## src/fss_pkg.sv

```systemverilog
// constants and types shared by the fractional saturation and shift logic
package fss_pkg;
  localparam int ADDR_W = 4;
  localparam logic [3:0] CORE_CFG_OFFSET = 4'h0;
  localparam logic [15:0] CORE_CFG_RESET = 16'h0020;
  localparam logic [15:0] CORE_CFG_WR_MASK = 16'h10F7;
  localparam int EXIT_BIT = 11;
  localparam int DEPTH_LSB = 8;
  localparam int DEPTH_MSB = 10;
  localparam int SAT_EN_BIT = 5;
  localparam int PRIO_MSB_BIT = 3;
  localparam int STATUS_PRIO_LSB = 5;
  localparam int STATUS_PRIO_MSB = 7;
  localparam int ACC_SIGN_BIT = 39;
  localparam int FRAC_SIGN_BIT = 31;
  localparam logic [15:0] SAT_POS_WORD = 16'h7FFF;
  localparam logic [15:0] SAT_NEG_WORD = 16'h8000;
  localparam logic [4:0] SHIFT_MAX = 5'h10;
  localparam int XBUS_RIGHT_LSB = 16;
  typedef enum logic [1:0] {
    FSS_SRC_ACCA,
    FSS_SRC_ACCB,
    FSS_SRC_XBUS
  } fss_src_t;
endpackage : fss_pkg

```

## src/fss_top.sv

```systemverilog
// output stage: write saturation, barrel shifter, core configuration
`timescale 1ns/1ps
// Operation
// - enabled: positive overflow writes 0x7FFF
// - enabled: negative overflow writes 0x8000
// - overflow sign comes from accumulator bit 39
// - disabled: rounded word passes unchanged
// - saturation never alters the source accumulator
// - shift up to sixteen bits in one cycle
// - operand from either accumulator or X bus
// - signed amount: positive right, negative left
// - 40-bit datapath, 40-bit and 16-bit results
// - X word at 16..31 right, 0..15 left
// - writing one ends loop; reads zero
// - loop depth read-only in bits 10..8
// - priority msb joins three status bits
module fss_top (
  input wire logic I_CLOCK,
  input wire logic I_ARST_N,
  input wire logic [fss_pkg::ADDR_W-1:0] I_REG_ADDR,
  input wire logic [15:0] I_REG_WDATA,
  input wire logic I_REG_WR,
  input wire logic I_REG_RD,
  output logic [15:0] O_REG_RDATA,
  input wire logic [2:0] I_LOOP_DEPTH,
  input wire logic I_PRIO_MSB_SET,
  input wire logic [15:0] I_STATUS_WORD,
  output logic O_LOOP_EXIT,
  output logic [15:0] O_CORE_CONFIG,
  output logic [3:0] O_PRIORITY_LEVEL,
  input wire logic I_WR_EN,
  input wire logic [15:0] I_ROUND_DATA,
  input wire logic [39:0] I_SRC_ACC,
  input wire logic I_ROUND_OVF,
  output logic O_DMEM_WE,
  output logic [15:0] O_DMEM_WDATA,
  input wire logic I_SHF_GO,
  input wire fss_pkg::fss_src_t I_SHF_SRC,
  input wire logic [39:0] I_ACCA,
  input wire logic [39:0] I_ACCB,
  input wire logic [15:0] I_XBUS,
  input wire logic signed [5:0] I_SHF_AMT,
  input wire logic I_SHF_ARITH,
  output logic O_SHF_VALID,
  output logic [39:0] O_SHF_RESULT,
  output logic [15:0] O_SHF_WORD
);
  logic [15:0] cfg;
  logic [15:0] next_cfg;
  logic prio_msb;
  logic next_prio_msb;
  logic [15:0] rdata;
  logic [15:0] next_rdata;
  logic loop_exit;
  logic next_loop_exit;
  logic [3:0] prio_level;
  logic [3:0] next_prio_level;
  logic cfg_hit;
  logic [15:0] cfg_view;
  logic [15:0] core_view;
  logic [15:0] next_core_view;

  logic dmem_we;
  logic next_dmem_we;
  logic [15:0] dmem_wdata;
  logic [15:0] next_dmem_wdata;
  logic [15:0] sat_data;

  logic shf_valid;
  logic next_shf_valid;
  logic [39:0] shf_result;
  logic [39:0] next_shf_result;
  logic [15:0] shf_word;
  logic [15:0] next_shf_word;
  logic [39:0] shf_comb;
  logic [15:0] shf_comb_word;

  // saturation sees only copies of the accumulator; nothing drives it back
  fss_write_sat u_sat (
    .i_enable (cfg[fss_pkg::SAT_EN_BIT]),
    .i_round (I_ROUND_DATA),
    .i_acc (I_SRC_ACC),
    .i_rnd_ovf (I_ROUND_OVF),
    .o_data (sat_data)
  );

  fss_shifter u_shf (
    .i_src (I_SHF_SRC),
    .i_acca (I_ACCA),
    .i_accb (I_ACCB),
    .i_xbus (I_XBUS),
    .i_amt (I_SHF_AMT),
    .i_arith (I_SHF_ARITH),
    .o_result (shf_comb),
    .o_word (shf_comb_word)
  );

  // configuration register and its readback
  always_comb begin
    cfg_hit = I_REG_ADDR == fss_pkg::CORE_CFG_OFFSET;
    cfg_view = cfg;
    cfg_view[fss_pkg::EXIT_BIT] = 1'b0;
    cfg_view[fss_pkg::DEPTH_MSB:fss_pkg::DEPTH_LSB] = I_LOOP_DEPTH;
    cfg_view[fss_pkg::PRIO_MSB_BIT] = prio_msb;
    next_cfg = cfg;
    next_prio_msb = prio_msb;
    next_loop_exit = 1'b0;
    next_rdata = 16'h0000;
    if (I_REG_WR && cfg_hit) begin
      next_cfg = I_REG_WDATA & fss_pkg::CORE_CFG_WR_MASK;
      next_loop_exit = I_REG_WDATA[fss_pkg::EXIT_BIT];
      if (!I_REG_WDATA[fss_pkg::PRIO_MSB_BIT]) begin
        next_prio_msb = 1'b0;
      end
    end
    if (I_PRIO_MSB_SET) begin
      next_prio_msb = 1'b1;
    end
    if (I_REG_RD && cfg_hit) begin
      next_rdata = cfg_view;
    end
    // exported view is registered from the next state of its parts
    next_core_view = next_cfg;
    next_core_view[fss_pkg::EXIT_BIT] = 1'b0;
    next_core_view[fss_pkg::DEPTH_MSB:fss_pkg::DEPTH_LSB] = I_LOOP_DEPTH;
    next_core_view[fss_pkg::PRIO_MSB_BIT] = next_prio_msb;
    next_prio_level = {prio_msb,
      I_STATUS_WORD[fss_pkg::STATUS_PRIO_MSB:fss_pkg::STATUS_PRIO_LSB]};
  end

  always_ff @(posedge I_CLOCK or negedge I_ARST_N) begin
    if (!I_ARST_N) begin
      cfg <= fss_pkg::CORE_CFG_RESET;
      core_view <= fss_pkg::CORE_CFG_RESET;
      prio_msb <= 1'b0;
      rdata <= 16'h0000;
      loop_exit <= 1'b0;
      prio_level <= 4'h0;
    end else begin
      cfg <= next_cfg;
      core_view <= next_core_view;
      prio_msb <= next_prio_msb;
      rdata <= next_rdata;
      loop_exit <= next_loop_exit;
      prio_level <= next_prio_level;
    end
  end

  // data memory write stage
  always_comb begin
    next_dmem_we = I_WR_EN;
    next_dmem_wdata = I_WR_EN ? sat_data : dmem_wdata;
  end

  always_ff @(posedge I_CLOCK or negedge I_ARST_N) begin
    if (!I_ARST_N) begin
      dmem_we <= 1'b0;
      dmem_wdata <= 16'h0000;
    end else begin
      dmem_we <= next_dmem_we;
      dmem_wdata <= next_dmem_wdata;
    end
  end

  // shifter result register
  always_comb begin
    next_shf_valid = I_SHF_GO;
    next_shf_result = I_SHF_GO ? shf_comb : shf_result;
    next_shf_word = I_SHF_GO ? shf_comb_word : shf_word;
  end

  always_ff @(posedge I_CLOCK or negedge I_ARST_N) begin
    if (!I_ARST_N) begin
      shf_valid <= 1'b0;
      shf_result <= 40'h0000000000;
      shf_word <= 16'h0000;
    end else begin
      shf_valid <= next_shf_valid;
      shf_result <= next_shf_result;
      shf_word <= next_shf_word;
    end
  end

  assign O_REG_RDATA = rdata;
  assign O_LOOP_EXIT = loop_exit;
  assign O_CORE_CONFIG = core_view;
  assign O_PRIORITY_LEVEL = prio_level;
  assign O_DMEM_WE = dmem_we;
  assign O_DMEM_WDATA = dmem_wdata;
  assign O_SHF_VALID = shf_valid;
  assign O_SHF_RESULT = shf_result;
  assign O_SHF_WORD = shf_word;

  // checks
  logic src_ovf;
  always_comb begin
    src_ovf = I_ROUND_OVF ||
      !((&I_SRC_ACC[39:31]) || !(|I_SRC_ACC[39:31]));
  end
endmodule : fss_top

```

## src/fss_write_sat.sv

```systemverilog
// data write saturation of a rounded 1.15 word
`timescale 1ns/1ps
module fss_write_sat (
  input wire logic i_enable,
  input wire logic [15:0] i_round,
  input wire logic [39:0] i_acc,
  input wire logic i_rnd_ovf,
  output logic [15:0] o_data
);
  logic acc_ovf;
  logic sign;

  always_comb begin
    // source bits above the 1.15 range must all match the sign
    acc_ovf = !((&i_acc[fss_pkg::ACC_SIGN_BIT:fss_pkg::FRAC_SIGN_BIT]) ||
                !(|i_acc[fss_pkg::ACC_SIGN_BIT:fss_pkg::FRAC_SIGN_BIT]));
    sign = i_acc[fss_pkg::ACC_SIGN_BIT];
    o_data = i_round;
    if (i_enable && (acc_ovf || i_rnd_ovf)) begin
      if (sign) begin
        o_data = fss_pkg::SAT_NEG_WORD;
      end else begin
        o_data = fss_pkg::SAT_POS_WORD;
      end
    end
  end
endmodule : fss_write_sat

```

## src/fss_shifter.sv

```systemverilog
// single-cycle 40-bit barrel shifter
`timescale 1ns/1ps
module fss_shifter (
  input wire fss_pkg::fss_src_t i_src,
  input wire logic [39:0] i_acca,
  input wire logic [39:0] i_accb,
  input wire logic [15:0] i_xbus,
  input wire logic signed [5:0] i_amt,
  input wire logic i_arith,
  output logic [39:0] o_result,
  output logic [15:0] o_word
);
  logic left;
  logic [5:0] abs_amt;
  logic [4:0] mag;
  logic [39:0] op;

  always_comb begin
    left = i_amt < 0;
    abs_amt = left ? 6'(-i_amt) : 6'(i_amt);
    mag = (abs_amt > 6'(fss_pkg::SHIFT_MAX)) ? fss_pkg::SHIFT_MAX
                                             : abs_amt[4:0];
    case (i_src)
      fss_pkg::FSS_SRC_ACCA: op = i_acca;
      fss_pkg::FSS_SRC_ACCB: op = i_accb;
      fss_pkg::FSS_SRC_XBUS: begin
        if (left) begin
          op = {24'h000000, i_xbus};
        end else begin
          op = {{8{i_xbus[15] & i_arith}}, i_xbus, 16'h0000};
        end
      end
      default: op = 40'h0000000000;
    endcase
    if (mag == 5'h00) begin
      o_result = op;
    end else if (left) begin
      o_result = op << mag;
    end else if (i_arith) begin
      o_result = 40'($signed(op) >>> mag);
    end else begin
      o_result = op >> mag;
    end
    // integer result: upper half word for right, low word for left
    o_word = left ? o_result[15:0]
                  : o_result[fss_pkg::XBUS_RIGHT_LSB +: 16];
  end
endmodule : fss_shifter

```

## config.mk

```make
export PLATFORM = sky130hd
export DESIGN_NAME = fss_top
export DESIGN_NICKNAME = d
export VERILOG_FILES = /design/src/fss_pkg.sv /design/src/fss_top.sv /design/src/fss_write_sat.sv /design/src/fss_shifter.sv
export SDC_FILE = /design/constraint.sdc
export NUM_CORES = 1
export LEC_CHECK = 0
export BUFFER_PORTS_ARGS = -buffer_cell sky130_fd_sc_hd__buf_4
export CORE_MARGIN = 5
export CORE_UTILIZATION = 54
export CTS_BUF_LIST = sky130_fd_sc_hd__clkbuf_4 sky130_fd_sc_hd__clkbuf_8 sky130_fd_sc_hd__clkbuf_16
export DETAILED_ROUTE_END_ITERATION = 12
export PLACE_DENSITY = 0.93
export SLEW_MARGIN = 20
export SYNTH_ARGS = -nofsm -noshare
export SYNTH_HDL_FRONTEND = slang
export SYNTH_HIERARCHICAL = 1
export SYNTH_SLANG_ARGS = --single-unit
```

## constraint.sdc

```tcl
create_clock -name I_CLOCK -period 2 [get_ports I_CLOCK]
set_input_delay 0.3 -clock I_CLOCK [delete_from_list [all_inputs] [get_ports I_CLOCK]]
set_output_delay 0.3 -clock I_CLOCK [all_outputs]
set_load 0.05 [all_outputs]
```

==> key figures, run 1 <==
Yosys
  – Post-synthesis mux area share: 12.9%
  – Yosys warnings: 6
  – Synth Area in Adders: 0.118%
  – Post-Syn Area: 0.0106 mm²
  – Synth Area in XOR/XNOR: 0.330%
  – Largest family of logic cells by synthesized area: compound AO/OA/AOI/OAI gates
  – Post-Synthesis Cells: 1331
  – Yosys cell types: 93
  – Syn Area/Cell: 7.98 µm²
  – Synth Register Bits: 104
  – Seq/Total Area, Yosys: 24.5%
  – Number of synthesized flops with an enable pin: 0
  – Post-Synth Simple-Gate Area: 23.5%
  – Top_reg_cell synth: dfrtp_1
  – Post-synthesis compound-gate area fraction: 31.2%
  – Async SR Flop Fraction: 100%

Global routing
  – Aggregate global routing overflow: 419
  – Largest net degree at the start of global routing: 47
  – Vias in the first global route: 21085
  – GRT Overall Usage: 82.8%
  – First-pass GRT wire length: 142000 µm

Status
  – Halt Stage: 5_1_grt
  – First Error: [ERROR GRT-0116] Global routing finished with congestion. Check the congestion regions in the DRC Viewer.
  – Status: stopped before the end

Die
  – Die width: 150 µm
  – Height of the die: 150 µm
  – Starting Density: 54.8%
  – Row cnt: 51
  – I/O pin total: 319

Clock network
  – CTS Buf Count: 9
  – Clock root buffer: clkbuf_16
  – Clk sinks: 104
  – Number of H-tree levels: 3
  – Max Root-Sink Buffers: 2

Place
  – Placement Cell Area: 0.0155 mm²
  – GP Congestion: 1.29
  – Pre-CTS setup slack: -1.34 ns
  – Dpl hpwl: 43300 µm
  – PortBufs: 263
-- metrics by stage --
step	hold slack [ns]	instances
floorplan	0.00441	1336
global placement	0.263	2100
detailed placement	0.273	2100
CTS	0.0332	2160
-- layer usage --
metal | track usage [%] | overflow
met4 | 85.0 | 147
met2 | 96.2 | 218
met1 | 79.4 | 26
met5 | 54.3 | 8
met3 | 72.6 | 20
-- synth_stat cells (all sizes together), types with 6 or more instances --
cell	number	share of area, %
clkbuf	37	1.3
o211ai	22	1.6
o21ai	64	3.0
mux2i	38	3.7
a221oi	12	1.2
nand2b	44	2.6
a21oi	160	8.0
and3	37	2.2
a21o	16	1.2
nand3	45	2.1
a31oi	17	1.1
and2	9	0.53
o22ai	10	0.59
a2111oi	12	1.1
nand3b	16	1.1
nor3	99	5.2
a22oi	22	1.6
nor2	92	3.3
buf	94	5.7
o2111ai	6	0.55
nand2	110	4.1
inv	10	0.35
mux2	81	8.6
o221ai	11	0.97
or2	6	0.35
o31ai	10	0.84
nor4	8	0.73
a211oi	75	6.0
dfrtp	103	24
-- kinds of logic after synthesis --
logic type	Yosys count
mux	122
simple gates	483
xor+xnor	4
fa+ha+maj	1
other cells	1
compound gates	475
buf+inv	141
flops	104
-- repair_timing --
| item | in CTS |
|---|---|
| pin swaps | 83 |
| gates cloned | 4 |
| gates resized for setup | 256 |
| setup endpoints to repair | 56 |
| setup buffers | 41 |
| hold endpoints to repair | 30 |
| hold buffers | 1 |
==> inputs of run 2 (changes only) <==
Settings changed: CORE_UTILIZATION 54 to 40, CTS_BUF_LIST sky130_fd_sc_hd__clkbuf_4 sky130_fd_sc_hd__clkbuf_8 sky130_fd_sc_hd__clkbuf_16 to unset, PLACE_DENSITY 0.93 to unset, PLACE_DENSITY_LB_ADDON set to 0.15.
==> key figures, run 2 <==
Place
  – PortBufs: 263 (unchanged)
  – Dpl hpwl: 48800 µm (+13%)
  – GP Congestion: 1.07 (-17%)
  – Pre-CTS setup slack: -1.47 ns (-0.128 ns)
  – Dpl cells: 2262 (+7.7%)

Critical path
  – R2r startpoint: O_CORE_CONFIG[5]
  – CP Class: in2reg
  – Critical Path End Type: flop
  – CP Launch Type: input pin
  – Critical Path RT: 2.24 ns
  – Largest fanout on the critical path: 11
  – Crit path DAT: 3.16 ns
  – Critical Path, Cell by Cell: buf_12 -> inv_12 -> ha_4 -> nand4bb_2 -> buf_4 -> o2111ai_4 -> buf_12 -> buf_4 -> mux2i_4 -> nand2_4 -> a2111oi_4 -> a211oi_1 -> o221ai_1 -> o211ai_1 -> mux2_2
  – Flop-to-flop setup slack: 0.32 ns
  – CP max-delay cell: a2111oi_4
  – Worst r2r path cells: 4
  – WP buf/inv: 5
  – Delay-heaviest family, CP: compound AO/OA/AOI/OAI gates
  – Reg2reg end: O_DMEM_WDATA[2]
  – Largest stage delay, worst path: 0.40 ns

STA
  – Fmax: 0.343 GHz
  – Worst Skew: 0.0159 ns
  – Slew HR: 44.5%
  – Fin Hold WS: 0.0356 ns
  – Final Setup Violations: 56
  – Worst Max-Slew Pin Slew: 0.827 ns
  – Unrepaired setup endpoints after global routing: true
  – Post-layout minimum cycle time: 2.91 ns
  – Slew Viols, Final: 0
  – Final worst slack: -0.912 ns
  – Final Cycle Share: 146%
  – Final-report hold violation count: 0

Yosys
  – Seq/Total Area, Yosys: 24.5% (unchanged)
  – Synth Area in XOR/XNOR: 0.330% (unchanged)
  – Synth Area in Adders: 0.118% (unchanged)
  – Yosys warnings: 6 (unchanged)
  – Synth top cells by count: a21oi_1, nand2_1, dfrtp_1
  – Syn Area/Cell: 7.98 µm² (unchanged)
  – Post-Synth Simple-Gate Area: 23.5% (unchanged)
  – Post-Syn Area: 0.0106 mm² (unchanged)
  – Top_reg_cell synth: dfrtp_1
  – Yosys cell types: 93 (unchanged)
  – Post-synthesis compound-gate area fraction: 31.2% (unchanged)
  – Number of synthesized flops with an enable pin: 0 (unchanged)
  – Post-Synthesis Cells: 1331 (unchanged)
  – Largest family of logic cells by synthesized area: compound AO/OA/AOI/OAI gates
  – Most numerous cell in the Yosys netlist: a21oi_1
  – Async SR Flop Fraction: 100% (unchanged)
  – Post-synth top area share: 24.3% (unchanged)
  – Synth Register Bits: 104 (unchanged)
  – Post-synthesis mux area share: 12.9% (unchanged)
  – Yosys top cell by area: dfrtp_1
  – Ranking of synthesized cells by area: dfrtp_1, mux2_2, a21oi_1, a211oi_1, nor3_1

Layout
  – Area grow syn2layout: 75.8%
  – Share of cells above drive strength 1: 58.6%
  – ANT cells: 0
  – Final net count: 2195
  – Commonest cells after routing, fill and taps aside: buf_4, a21oi_1, dfrtp_1
  – Max FFs per register: 40
  – Filler Cell Count: 2057
  – Final instance count without filler cells: 2326
  – Commonest non-fill, non-tap cell in the layout: buf_4

Route
  – Total length of routed wires: 63400 µm
  – Post-route ant nets: 0
  – Vias post-DR: 14810
  – DRC errors left: 0
  – 1st-iter DRT viols: 1914
  – Via/cell ratio: 6.37
  – Post-DR wirelength/cell: 27.3 µm
  – Drt pass-1 iters: 6

Clock network
  – Clock tree from TritonCTS: yes
  – Clock root buffer: clkbuf_16
  – Clk_lat worst skew: 0.36 ns
  – Max Root-Sink Buffers: 2 (unchanged)
  – Clk sinks: 104 (unchanged)
  – Clock slew at reported path FFs: 0.09 ns
  – Number of H-tree levels: 3 (unchanged)
  – CTS Buf Count: 9 (unchanged)

Run
  – Max Cap Violations: 0

Power and ir drop
  – Leak: 8.31 nW
  – Pwr Density: 685 mW/mm²
  – VDD IR max: 0.000547 V

Die
  – Die width: 173 µm (+15%)
  – Die Area: 0.0299 mm²
  – Starting Density: 40.6% (-14 points)
  – I/O pin total: 319 (unchanged)
  – Core Region: 0.0261 mm²
  – Row cnt: 59 (+16%)
  – Height of the die: 173 µm (+15%)

Global routing
  – First-pass GRT wire length: 92200 µm
  – Initial antenna violation count: 0
  – Largest net degree at the start of global routing: 52
  – Aggregate global routing overflow: 0
  – Vias in the first global route: 14928
  – GRT Overall Usage: 39.7%

Worst hold path
  – Hold Path Stages: 1
  – Min-delay worst type: in2reg
  – Hold Path Origin: I_STATUS_WORD[7]
  – Hold path endpoint: O_PRIORITY_LEVEL[2]

Status
  – Status: finished, violations left
  – Failing checks: setup timing
## run 2: how the worst max path moves through the flow
stage | slack [ns] | cells after the start | startpoint | end
6_report | -0.91 | 15 | I_SHF_AMT[1] | O_SHF_RESULT[33]
3_5_place_dp | -1.47 | 15 | I_SHF_AMT[1] | O_SHF_RESULT[38]
5_1_grt | -0.96 | 16 | I_SHF_AMT[1] | O_SHF_RESULT[20]
2_1_floorplan | -0.62 | 13 | I_SHF_AMT[1] | O_SHF_RESULT[16]
4_1_cts | -0.79 | 15 | I_SHF_AMT[1] | O_SHF_RESULT[33]
3_3_place_gp | -1.48 | 15 | I_SHF_AMT[1] | O_SHF_RESULT[38]
## run 2: logic make-up (layout without fill, tap and decap cells)
family,Yosys count,after routing
other,1,6
adder cells (fa/ha/maj),1,1
XOR/XNOR,4,4
multiplexers,122,122
flip-flops,104,104
AND/OR/NAND/NOR,483,485
AO/OA/AOI/OAI,475,476
buffers and inverters,141,793
## run 2: layout make-up
cell class	instances	area (µm²)	area share, %
inverters	10	57.6	0.308
repair buffers	767	6310	33.8
clock buffers	9	225	1.21
flip-flops and latches	104	2600	13.9
well taps	335	419	2.25
multi-input cells	1094	8960	48.0
clock inverters	7	93.8	0.503
## run 2: metrics by stage
| stage | power, mW | cell area, µm² | util [%] | setup TNS [ns] |
|---|---|---|---|---|
| floorplan | 6.50 | 11000 | - | -26.90 |
| detailed placement | 9.75 | 16300 | 62.4 | -70.11 |
| CTS | 12.3 | 18000 | 69.1 | -38.64 |
| global route | 13.2 | 18700 | 71.4 | -46.86 |
| finish | 12.8 | 18700 | 71.4 | -43.98 |
| global placement | 9.70 | 16300 | 62.4 | -67.19 |
## run 2: timing repair
| action | in CTS | in global routing |
|---|---|---|
| pin swaps | 66 | 24 |
| setup buffers | 29 | 14 |
| endpoints found under the setup margin | 56 | 56 |
| gates cloned | 3 | 3 |
| gates resized for setup | 244 | 94 |
| hold buffers | 1 | 0 |
| endpoints found under the hold margin | 26 | 0 |
## run 2: where the power goes
part / internal [mW] / total (mW) / switching (mW) / leakage (nW)
registers: 2.46 / 2.69 / 0.224 / 1.30
clock network: 0.912 / 1.89 / 0.981 / 0.154
logic: 3.34 / 8.21 / 4.87 / 6.86
## run 2: metal layers
metal	up-vias	global-route usage, %	routed length [µm]	part of all wire (%)
met5	-	0	0	0
met4	0	23.1	4740	7.5
met3	302	9.52	6660	11
met2	1051	64.3	28500	45
met1	7100	48.4	23500	37
li1	6357	-	-	-
## run 2: worst reg2reg max path, delay by kind of cell, from the launching register on
kind	cells	cell delay [ns]
mux	1	0.14
simple gates	1	0.10
flops	1	0.57
compound gates	2	0.81
No activity file was read; power rests on OpenSTA's default activity.
==> inputs of run 3 (changes only) <==
Settings changed: MAX_ROUTING_LAYER set to met4.
==> key figures, run 3 (synthesis results as in run 2) <==
Status
  – Failing checks: setup timing
  – Status: finished, violations left

STA
  – Post-layout minimum cycle time: 2.88 ns (-0.0347 ns)
  – Worst Skew: 0.0158 ns (-0.000140 ns)
  – Fmax: 0.348 GHz (+1.2%)
  – Setup TNS: -42.07 ns (+1.92 ns)
  – Slew HR: 46.9% (+2.4 points)
  – Slew Viols, Final: 0 (unchanged)
  – Worst Max-Slew Pin Slew: 0.794 ns (-0.0324 ns)
  – Final worst slack: -0.878 ns (+0.0347 ns)
  – Unrepaired setup endpoints after global routing: true
  – Final Cycle Share: 144% (-1.7 points)
  – Final Setup Violations: 56 (unchanged)
  – Final-report hold violation count: 0 (unchanged)

Critical path
  – Critical Path, Cell by Cell: buf_8 -> inv_8 -> ha_4 -> nor3b_4 -> o2111a_2 -> buf_12 -> buf_4 -> a211oi_4 -> buf_4 -> nor2_4 -> a22oi_2 -> and3_1 -> o32a_1 -> a32oi_1 -> mux2_4
  – Crit path DAT: 3.19 ns (+0.03 ns)
  – CP max-delay cell: o32a_1
  – CP Class: in2reg
  – Critical Path RT: 2.32 ns (+0.08 ns)
  – CP Launch Type: input pin
  – Largest stage delay, worst path: 0.45 ns (+0.05 ns)
  – Critical Path End Type: flop
  – Largest fanout on the critical path: 7 (-4)
  – CP dominant cell by count: buf_4

Worst hold path
  – Min-delay worst type: in2reg

Clock network
  – Clk_lat worst skew: 0.37 ns (about the same)
  – Number of H-tree levels: 3 (unchanged)
  – Clk sinks: 104 (unchanged)
  – Clock root buffer: clkbuf_16
  – Clock slew at reported path FFs: 0.09 ns (about the same)
  – Max Root-Sink Buffers: 2 (unchanged)
  – CTS Buf Count: 9 (unchanged)
  – Clock tree from TritonCTS: yes

Die
  – I/O pin total: 319 (unchanged)
  – Core Region: 0.0261 mm² (unchanged)
  – Die Area: 0.0299 mm² (unchanged)
  – Height of the die: 173 µm (unchanged)
  – Die width: 173 µm (unchanged)
  – Row cnt: 59 (unchanged)
  – Starting Density: 40.6% (unchanged)

Place
  – PortBufs: 263 (unchanged)
  – Dpl hpwl: 48500 µm (-0.42%)
  – Dpl cells: 2271 (+0.40%)
  – GP Congestion: 1.10 (+3.3%)
  – Pre-CTS setup slack: -1.48 ns (-0.00878 ns)
  – Placement Cell Area: 0.0164 mm² (+0.72%)

Layout
  – Fin area: 0.0199 mm² (+6.3%)
  – Final instance count without filler cells: 2374 (+2.1%)
  – Share of cells above drive strength 1: 63.8% (+5.2 points)
  – Commonest non-fill, non-tap cell in the layout: buf_4
  – Final core occ: 76.0% (+4.5 points)
  – Max FFs per register: 40 (unchanged)
  – Final net count: 2243 (+2.2%)
  – Commonest cells after routing, fill and taps aside: buf_4, dfrtp_1, a21oi_1
  – Area grow syn2layout: 86.9%
  – ANT cells: 0 (unchanged)

Global routing
  – Vias in the first global route: 15086 (+1.1%)
  – Aggregate global routing overflow: 0 (unchanged)
  – Largest net degree at the start of global routing: 40 (-23%)
  – GRT Overall Usage: 40.7% (+0.94 points)
  – Initial antenna violation count: 0 (unchanged)
  – First-pass GRT wire length: 92000 µm (-0.22%)

Route
  – 1st-iter DRT viols: 1811 (-5.4%)
  – Drt pass-1 iters: 6 (unchanged)
  – Vias post-DR: 15356 (+3.7%)
  – Via/cell ratio: 6.47 (+1.6%)
  – Total length of routed wires: 65100 µm (+2.7%)
  – Post-DR wirelength/cell: 27.4 µm (+0.64%)
  – DRC errors left: 0 (unchanged)
  – Post-route ant nets: 0 (unchanged)

Run
  – Max Cap Violations: 0 (unchanged)

Power and ir drop
  – Pwr Density: 671 mW/mm² (-2.0%)
  – VDD IR max: 0.000566 V (+3.4%)
  – Leak: 8.81 nW (+6.0%)
[run 3: final cells by class]
| type | count | area [µm²] |
|---|---|---|
| multi-input combinational | 1091 | 9510 |
| timing repair buffer | 818 | 6950 |
| fill | 1831 | 6280 |
| sequential | 104 | 2600 |
| tap | 335 | 419 |
| clock buffer | 9 | 225 |
| clock inverter | 7 | 81.3 |
| inverter | 10 | 57.6 |
[run 3: worst max-delay path: cells and delay by family]
kind	cells	cell delay [ns]
AOI/OAI and AO/OA	5	1.18
adders and majority gates	1	0.16
muxes	1	0.17
and+or+nand+nor	3	0.76
buffers and inverters	5	0.61
[run 3: power by group]
group / total, mW / internal (mW) / switching [mW] / leakage (nW)
sequential: 2.70 / 2.46 / 0.231 / 1.30
combinational: 8.74 / 3.66 / 5.08 / 7.36
clock: 1.89 / 0.903 / 0.989 / 0.150
[run 3: final timing paths]
kind | from | end | slack [ns] | cells after the start
hold / removal | I_STATUS_WORD[7] | O_PRIORITY_LEVEL[2] | 0.03 | 1
hold reg to reg | O_CORE_CONFIG[3] | O_PRIORITY_LEVEL[3] | 0.45 | 0
min in group asynchronous | I_ARST_N | O_SHF_RESULT[37] | 0.44 | 2
max in group asynchronous | I_ARST_N | O_CORE_CONFIG[5] | 0.92 | 3
setup reg to reg | O_CORE_CONFIG[5] | O_DMEM_WDATA[3] | 0.32 | 4
setup / recovery | I_SHF_AMT[0] | O_SHF_RESULT[25] | -0.88 | 15
[run 3: what timing repair did]
item                                   4_1_cts  5_1_grt
cloned                                       3        2
hold buffers                                 1        0
setup endpoints to repair                   56       56
endpoints found under the hold margin       32        0
pin swaps                                   73       93
buffers inserted                            46       40
resized for setup                          290      229
[run 3: metrics by stage]
stage	power [mW]	hold WS [ns]
after floorplan	6.50	0.00441
after global placement	9.72	0.292
after detailed placement	9.78	0.303
after CTS	12.4	0.0235
after global routing	13.7	0.0150
final	13.3	0.0269
[run 3: routing by layer]
layer / track usage (%) / share of wire, % / vias to the layer above / wire, µm
met4: 22.0 / 7.6 / 0 / 4940
met5: - / 0 / - / 0
met3: 9.00 / 11 / 406 / 6860
li1: - / - / 6452 / -
met2: 65.7 / 46 / 1147 / 29800
met1: 47.3 / 36 / 7351 / 23500
==> inputs of run 4 (changes only) <==
Settings changed: PLACE_DENSITY set to 0.76, PLACE_DENSITY_LB_ADDON 0.15 to unset, REMOVE_ABC_BUFFERS set to 1.
==> key figures, run 4 (synthesis results as in run 2) <==
Clock network
  – CTS Buf Count: 9 (unchanged)
  – Clk_lat worst skew: 0.36 ns (about the same)
  – Clock slew at reported path FFs: 0.09 ns (about the same)
  – Max Root-Sink Buffers: 2 (unchanged)
  – Clock tree from TritonCTS: yes
  – Number of H-tree levels: 3 (unchanged)
  – CTS Hold Bufs: 0 (-1)
  – Clk sinks: 104 (unchanged)
  – Clock root buffer: clkbuf_16

Power and ir drop
  – Sw Ratio: 46.9% (-0.36 points)
  – Leak: 8.53 nW (-3.2%)
  – VDD IR max: 0.000654 V (+15%)
  – Clock share of power: 14.8% (+0.6 points)
  – Total power: 13.1 mW (-1.6%)
  – Psw: 6.15 mW (-2.3%)
  – Comb pwr share: 64.3% (-1.3 points)
  – Pwr Density: 692 mW/mm² (+3.0%)
  – Sequential fraction of design power: 20.8% (+0.6 points)
  – Pint: 6.96 mW (-0.92%)

Route
  – Total length of routed wires: 65500 µm (+0.65%)
  – Post-route ant nets: 0 (unchanged)
  – 1st-iter DRT viols: 1922 (+6.1%)
  – Vias post-DR: 15002 (-2.3%)
  – DRC errors left: 0 (unchanged)
  – Via/cell ratio: 6.38 (-1.3%)
  – Post-DR wirelength/cell: 27.9 µm (+1.6%)
  – Drt pass-1 iters: 5 (-1)

STA
  – Slew Viols, Final: 0 (unchanged)
  – Fin Hold WS: -0.0283 ns (-0.0552 ns)
  – Fmax: 0.334 GHz (-3.9%)
  – Final-report hold violation count: 7 (+7)
  – Post-layout minimum cycle time: 2.99 ns (+0.117 ns)
  – Final worst slack: -0.994 ns (-0.117 ns)
  – Final Cycle Share: 150% (+5.8 points)
  – Slew HR: 46.7% (-0.16 points)
  – Setup TNS: -43.10 ns (-1.03 ns)
  – Worst Max-Slew Pin Slew: 0.797 ns (+0.00243 ns)
  – Final Setup Violations: 56 (unchanged)
  – Worst Skew: 0.0140 ns (-0.00173 ns)
  – Unrepaired setup endpoints after global routing: true

Die
  – I/O pin total: 319 (unchanged)
  – Core Region: 0.0261 mm² (unchanged)
  – Starting Density: 40.6% (unchanged)
  – Row cnt: 59 (unchanged)
  – Die Area: 0.0299 mm² (unchanged)
  – Die width: 173 µm (unchanged)
  – Height of the die: 173 µm (unchanged)

Critical path
  – CP Launch Type: input pin
  – Worst r2r path cells: 4 (unchanged)
  – Critical Path, Cell by Cell: buf_8 -> inv_6 -> ha_4 -> nor3b_4 -> buf_6 -> o2111a_2 -> buf_6 -> buf_8 -> buf_4 -> buf_6 -> buf_16 -> a21oi_2 -> nor2_1 -> o21ai_0 -> a311oi_2 -> o31ai_1 -> mux2_2
  – Flop-to-flop setup slack: 0.26 ns (-0.06 ns)
  – Crit path DAT: 3.30 ns (+0.11 ns)
  – R2r startpoint: O_CORE_CONFIG[5]
  – Critical Path RT: 2.30 ns (-0.02 ns)
  – Largest fanout on the critical path: 6 (-1)
  – Total stage count of the critical path: 17 (+2)
  – CP max-delay cell: a21oi_2
  – Reg2reg end: O_DMEM_WDATA[1]
  – CP dominant cell by count: buf_6
  – Worst setup endpoint: O_SHF_RESULT[7]
  – Crit path launch: I_SHF_AMT[0]
  – Critical Path End Type: flop
  – CP Class: in2reg
  – Largest stage delay, worst path: 0.44 ns (about the same)
  – WP buf/inv: 8 (+3)
  – Delay-heaviest family, CP: compound AO/OA/AOI/OAI gates

Status
  – Failing checks: hold timing, setup timing
  – Status: finished, violations left

Place
  – GP Congestion: 1.02 (-7.5%)
  – Placement Cell Area: 0.0161 mm² (-2.0%)
  – Dpl cells: 2272 (+0.044%)
  – PortBufs: 263 (unchanged)
  – Dpl hpwl: 48900 µm (+0.66%)

Layout
  – Commonest cells after routing, fill and taps aside: buf_4, dfrtp_1, a21oi_1
  – Fin area: 0.0190 mm² (-4.4%)
  – Filler Cell Count: 1984 (+8.4%)
  – Multi-input logic area: 0.00901 mm² (-5.3%)
  – Register Area: 0.00260 mm² (unchanged)
  – Max FFs per register: 40 (unchanged)
  – Area grow syn2layout: 78.6%
  – Final instance count without filler cells: 2351 (-0.97%)
  – ANT cells: 0 (unchanged)
  – Commonest non-fill, non-tap cell in the layout: buf_4
  – Final net count: 2220 (-1.0%)
  – Share of cells above drive strength 1: 60.3% (-3.5 points)

Global routing
  – Initial antenna violation count: 0 (unchanged)
  – Aggregate global routing overflow: 0 (unchanged)
  – GRT Overall Usage: 40.9% (+0.25 points)
  – Vias in the first global route: 14882 (-1.4%)
  – Largest net degree at the start of global routing: 105 (+160%)
  – First-pass GRT wire length: 92800 µm (+0.79%)

Worst hold path
  – Min-delay worst type: in2async

Run
  – Max Cap Violations: 0 (unchanged)
[run 4: cell count changes in the layout (fill, tap and decap cells not counted), moves of 8 or more]
cell,delta
buf_4,+8
a21oi_1,+11
buf_6,-19
a21oi_2,-13
nor3_4,-11
[run 4: worst min path at each step]
stage,startpoint,end
2_1_floorplan,I_ARST_N,O_CORE_CONFIG[0]
3_3_place_gp,I_ARST_N,O_REG_RDATA[1]
3_5_place_dp,I_ARST_N,O_REG_RDATA[9]
4_1_cts,I_ARST_N,O_REG_RDATA[9]
5_1_grt,I_ARST_N,O_CORE_CONFIG[10]
6_report,I_ARST_N,O_REG_RDATA[9]
[run 4: cell type report]
cell class / instances / share of cell area, %
multi-input cells: 1091 / 47.5
inverters: 10 / 0.251
well taps: 335 / 2.21
flip-flops and latches: 104 / 13.7
clock buffers: 9 / 1.19
repair buffers: 795 / 34.6
clock inverters: 7 / 0.528
[run 4: worst reg2reg max path: stages, from the launching register on]
cell and delay [ns]:
dfstp_2 0.59, nand2b_1 0.10, a31oi_2 0.65, a21o_2 0.18, mux2_2 0.15
[run 4: power groups by stage]
| stage | clock network (mW) | logic, mW | registers [mW] |
|---|---|---|---|
| after global placement | 0 | 6.95 | 2.71 |
| after global routing | 2.02 | 8.67 | 2.77 |
| after floorplan | 0 | 2.17 | 3.97 |
| final | 1.95 | 8.44 | 2.73 |
| after detailed placement | 0 | 6.99 | 2.74 |
| after CTS | 1.90 | 7.64 | 2.71 |
[run 4: per-stage QoR]
| step | setup WS (ns) | util (%) |
|---|---|---|
| floorplan | -2.82 | - |
| global placement | -1.59 | 61.6 |
| detailed placement | -1.62 | 61.6 |
| CTS | -0.786 | 68.3 |
| global route | -1.04 | 72.6 |
| finish | -0.994 | 72.6 |
[run 4: timing repair]
item	4_1_cts	5_1_grt
setup buffers	39	32
gates cloned	2	2
pin swaps	88	86
setup endpoints to repair	56	56
resized for setup	254	194
[run 4: routing by layer]
layer	track usage [%]	up-vias	wire length, µm
met5	-	-	0
met4	20.2	0	4580
met1	50.2	7218	24600
met3	7.66	289	6450
met2	64.9	1081	29900
li1	-	6414	-
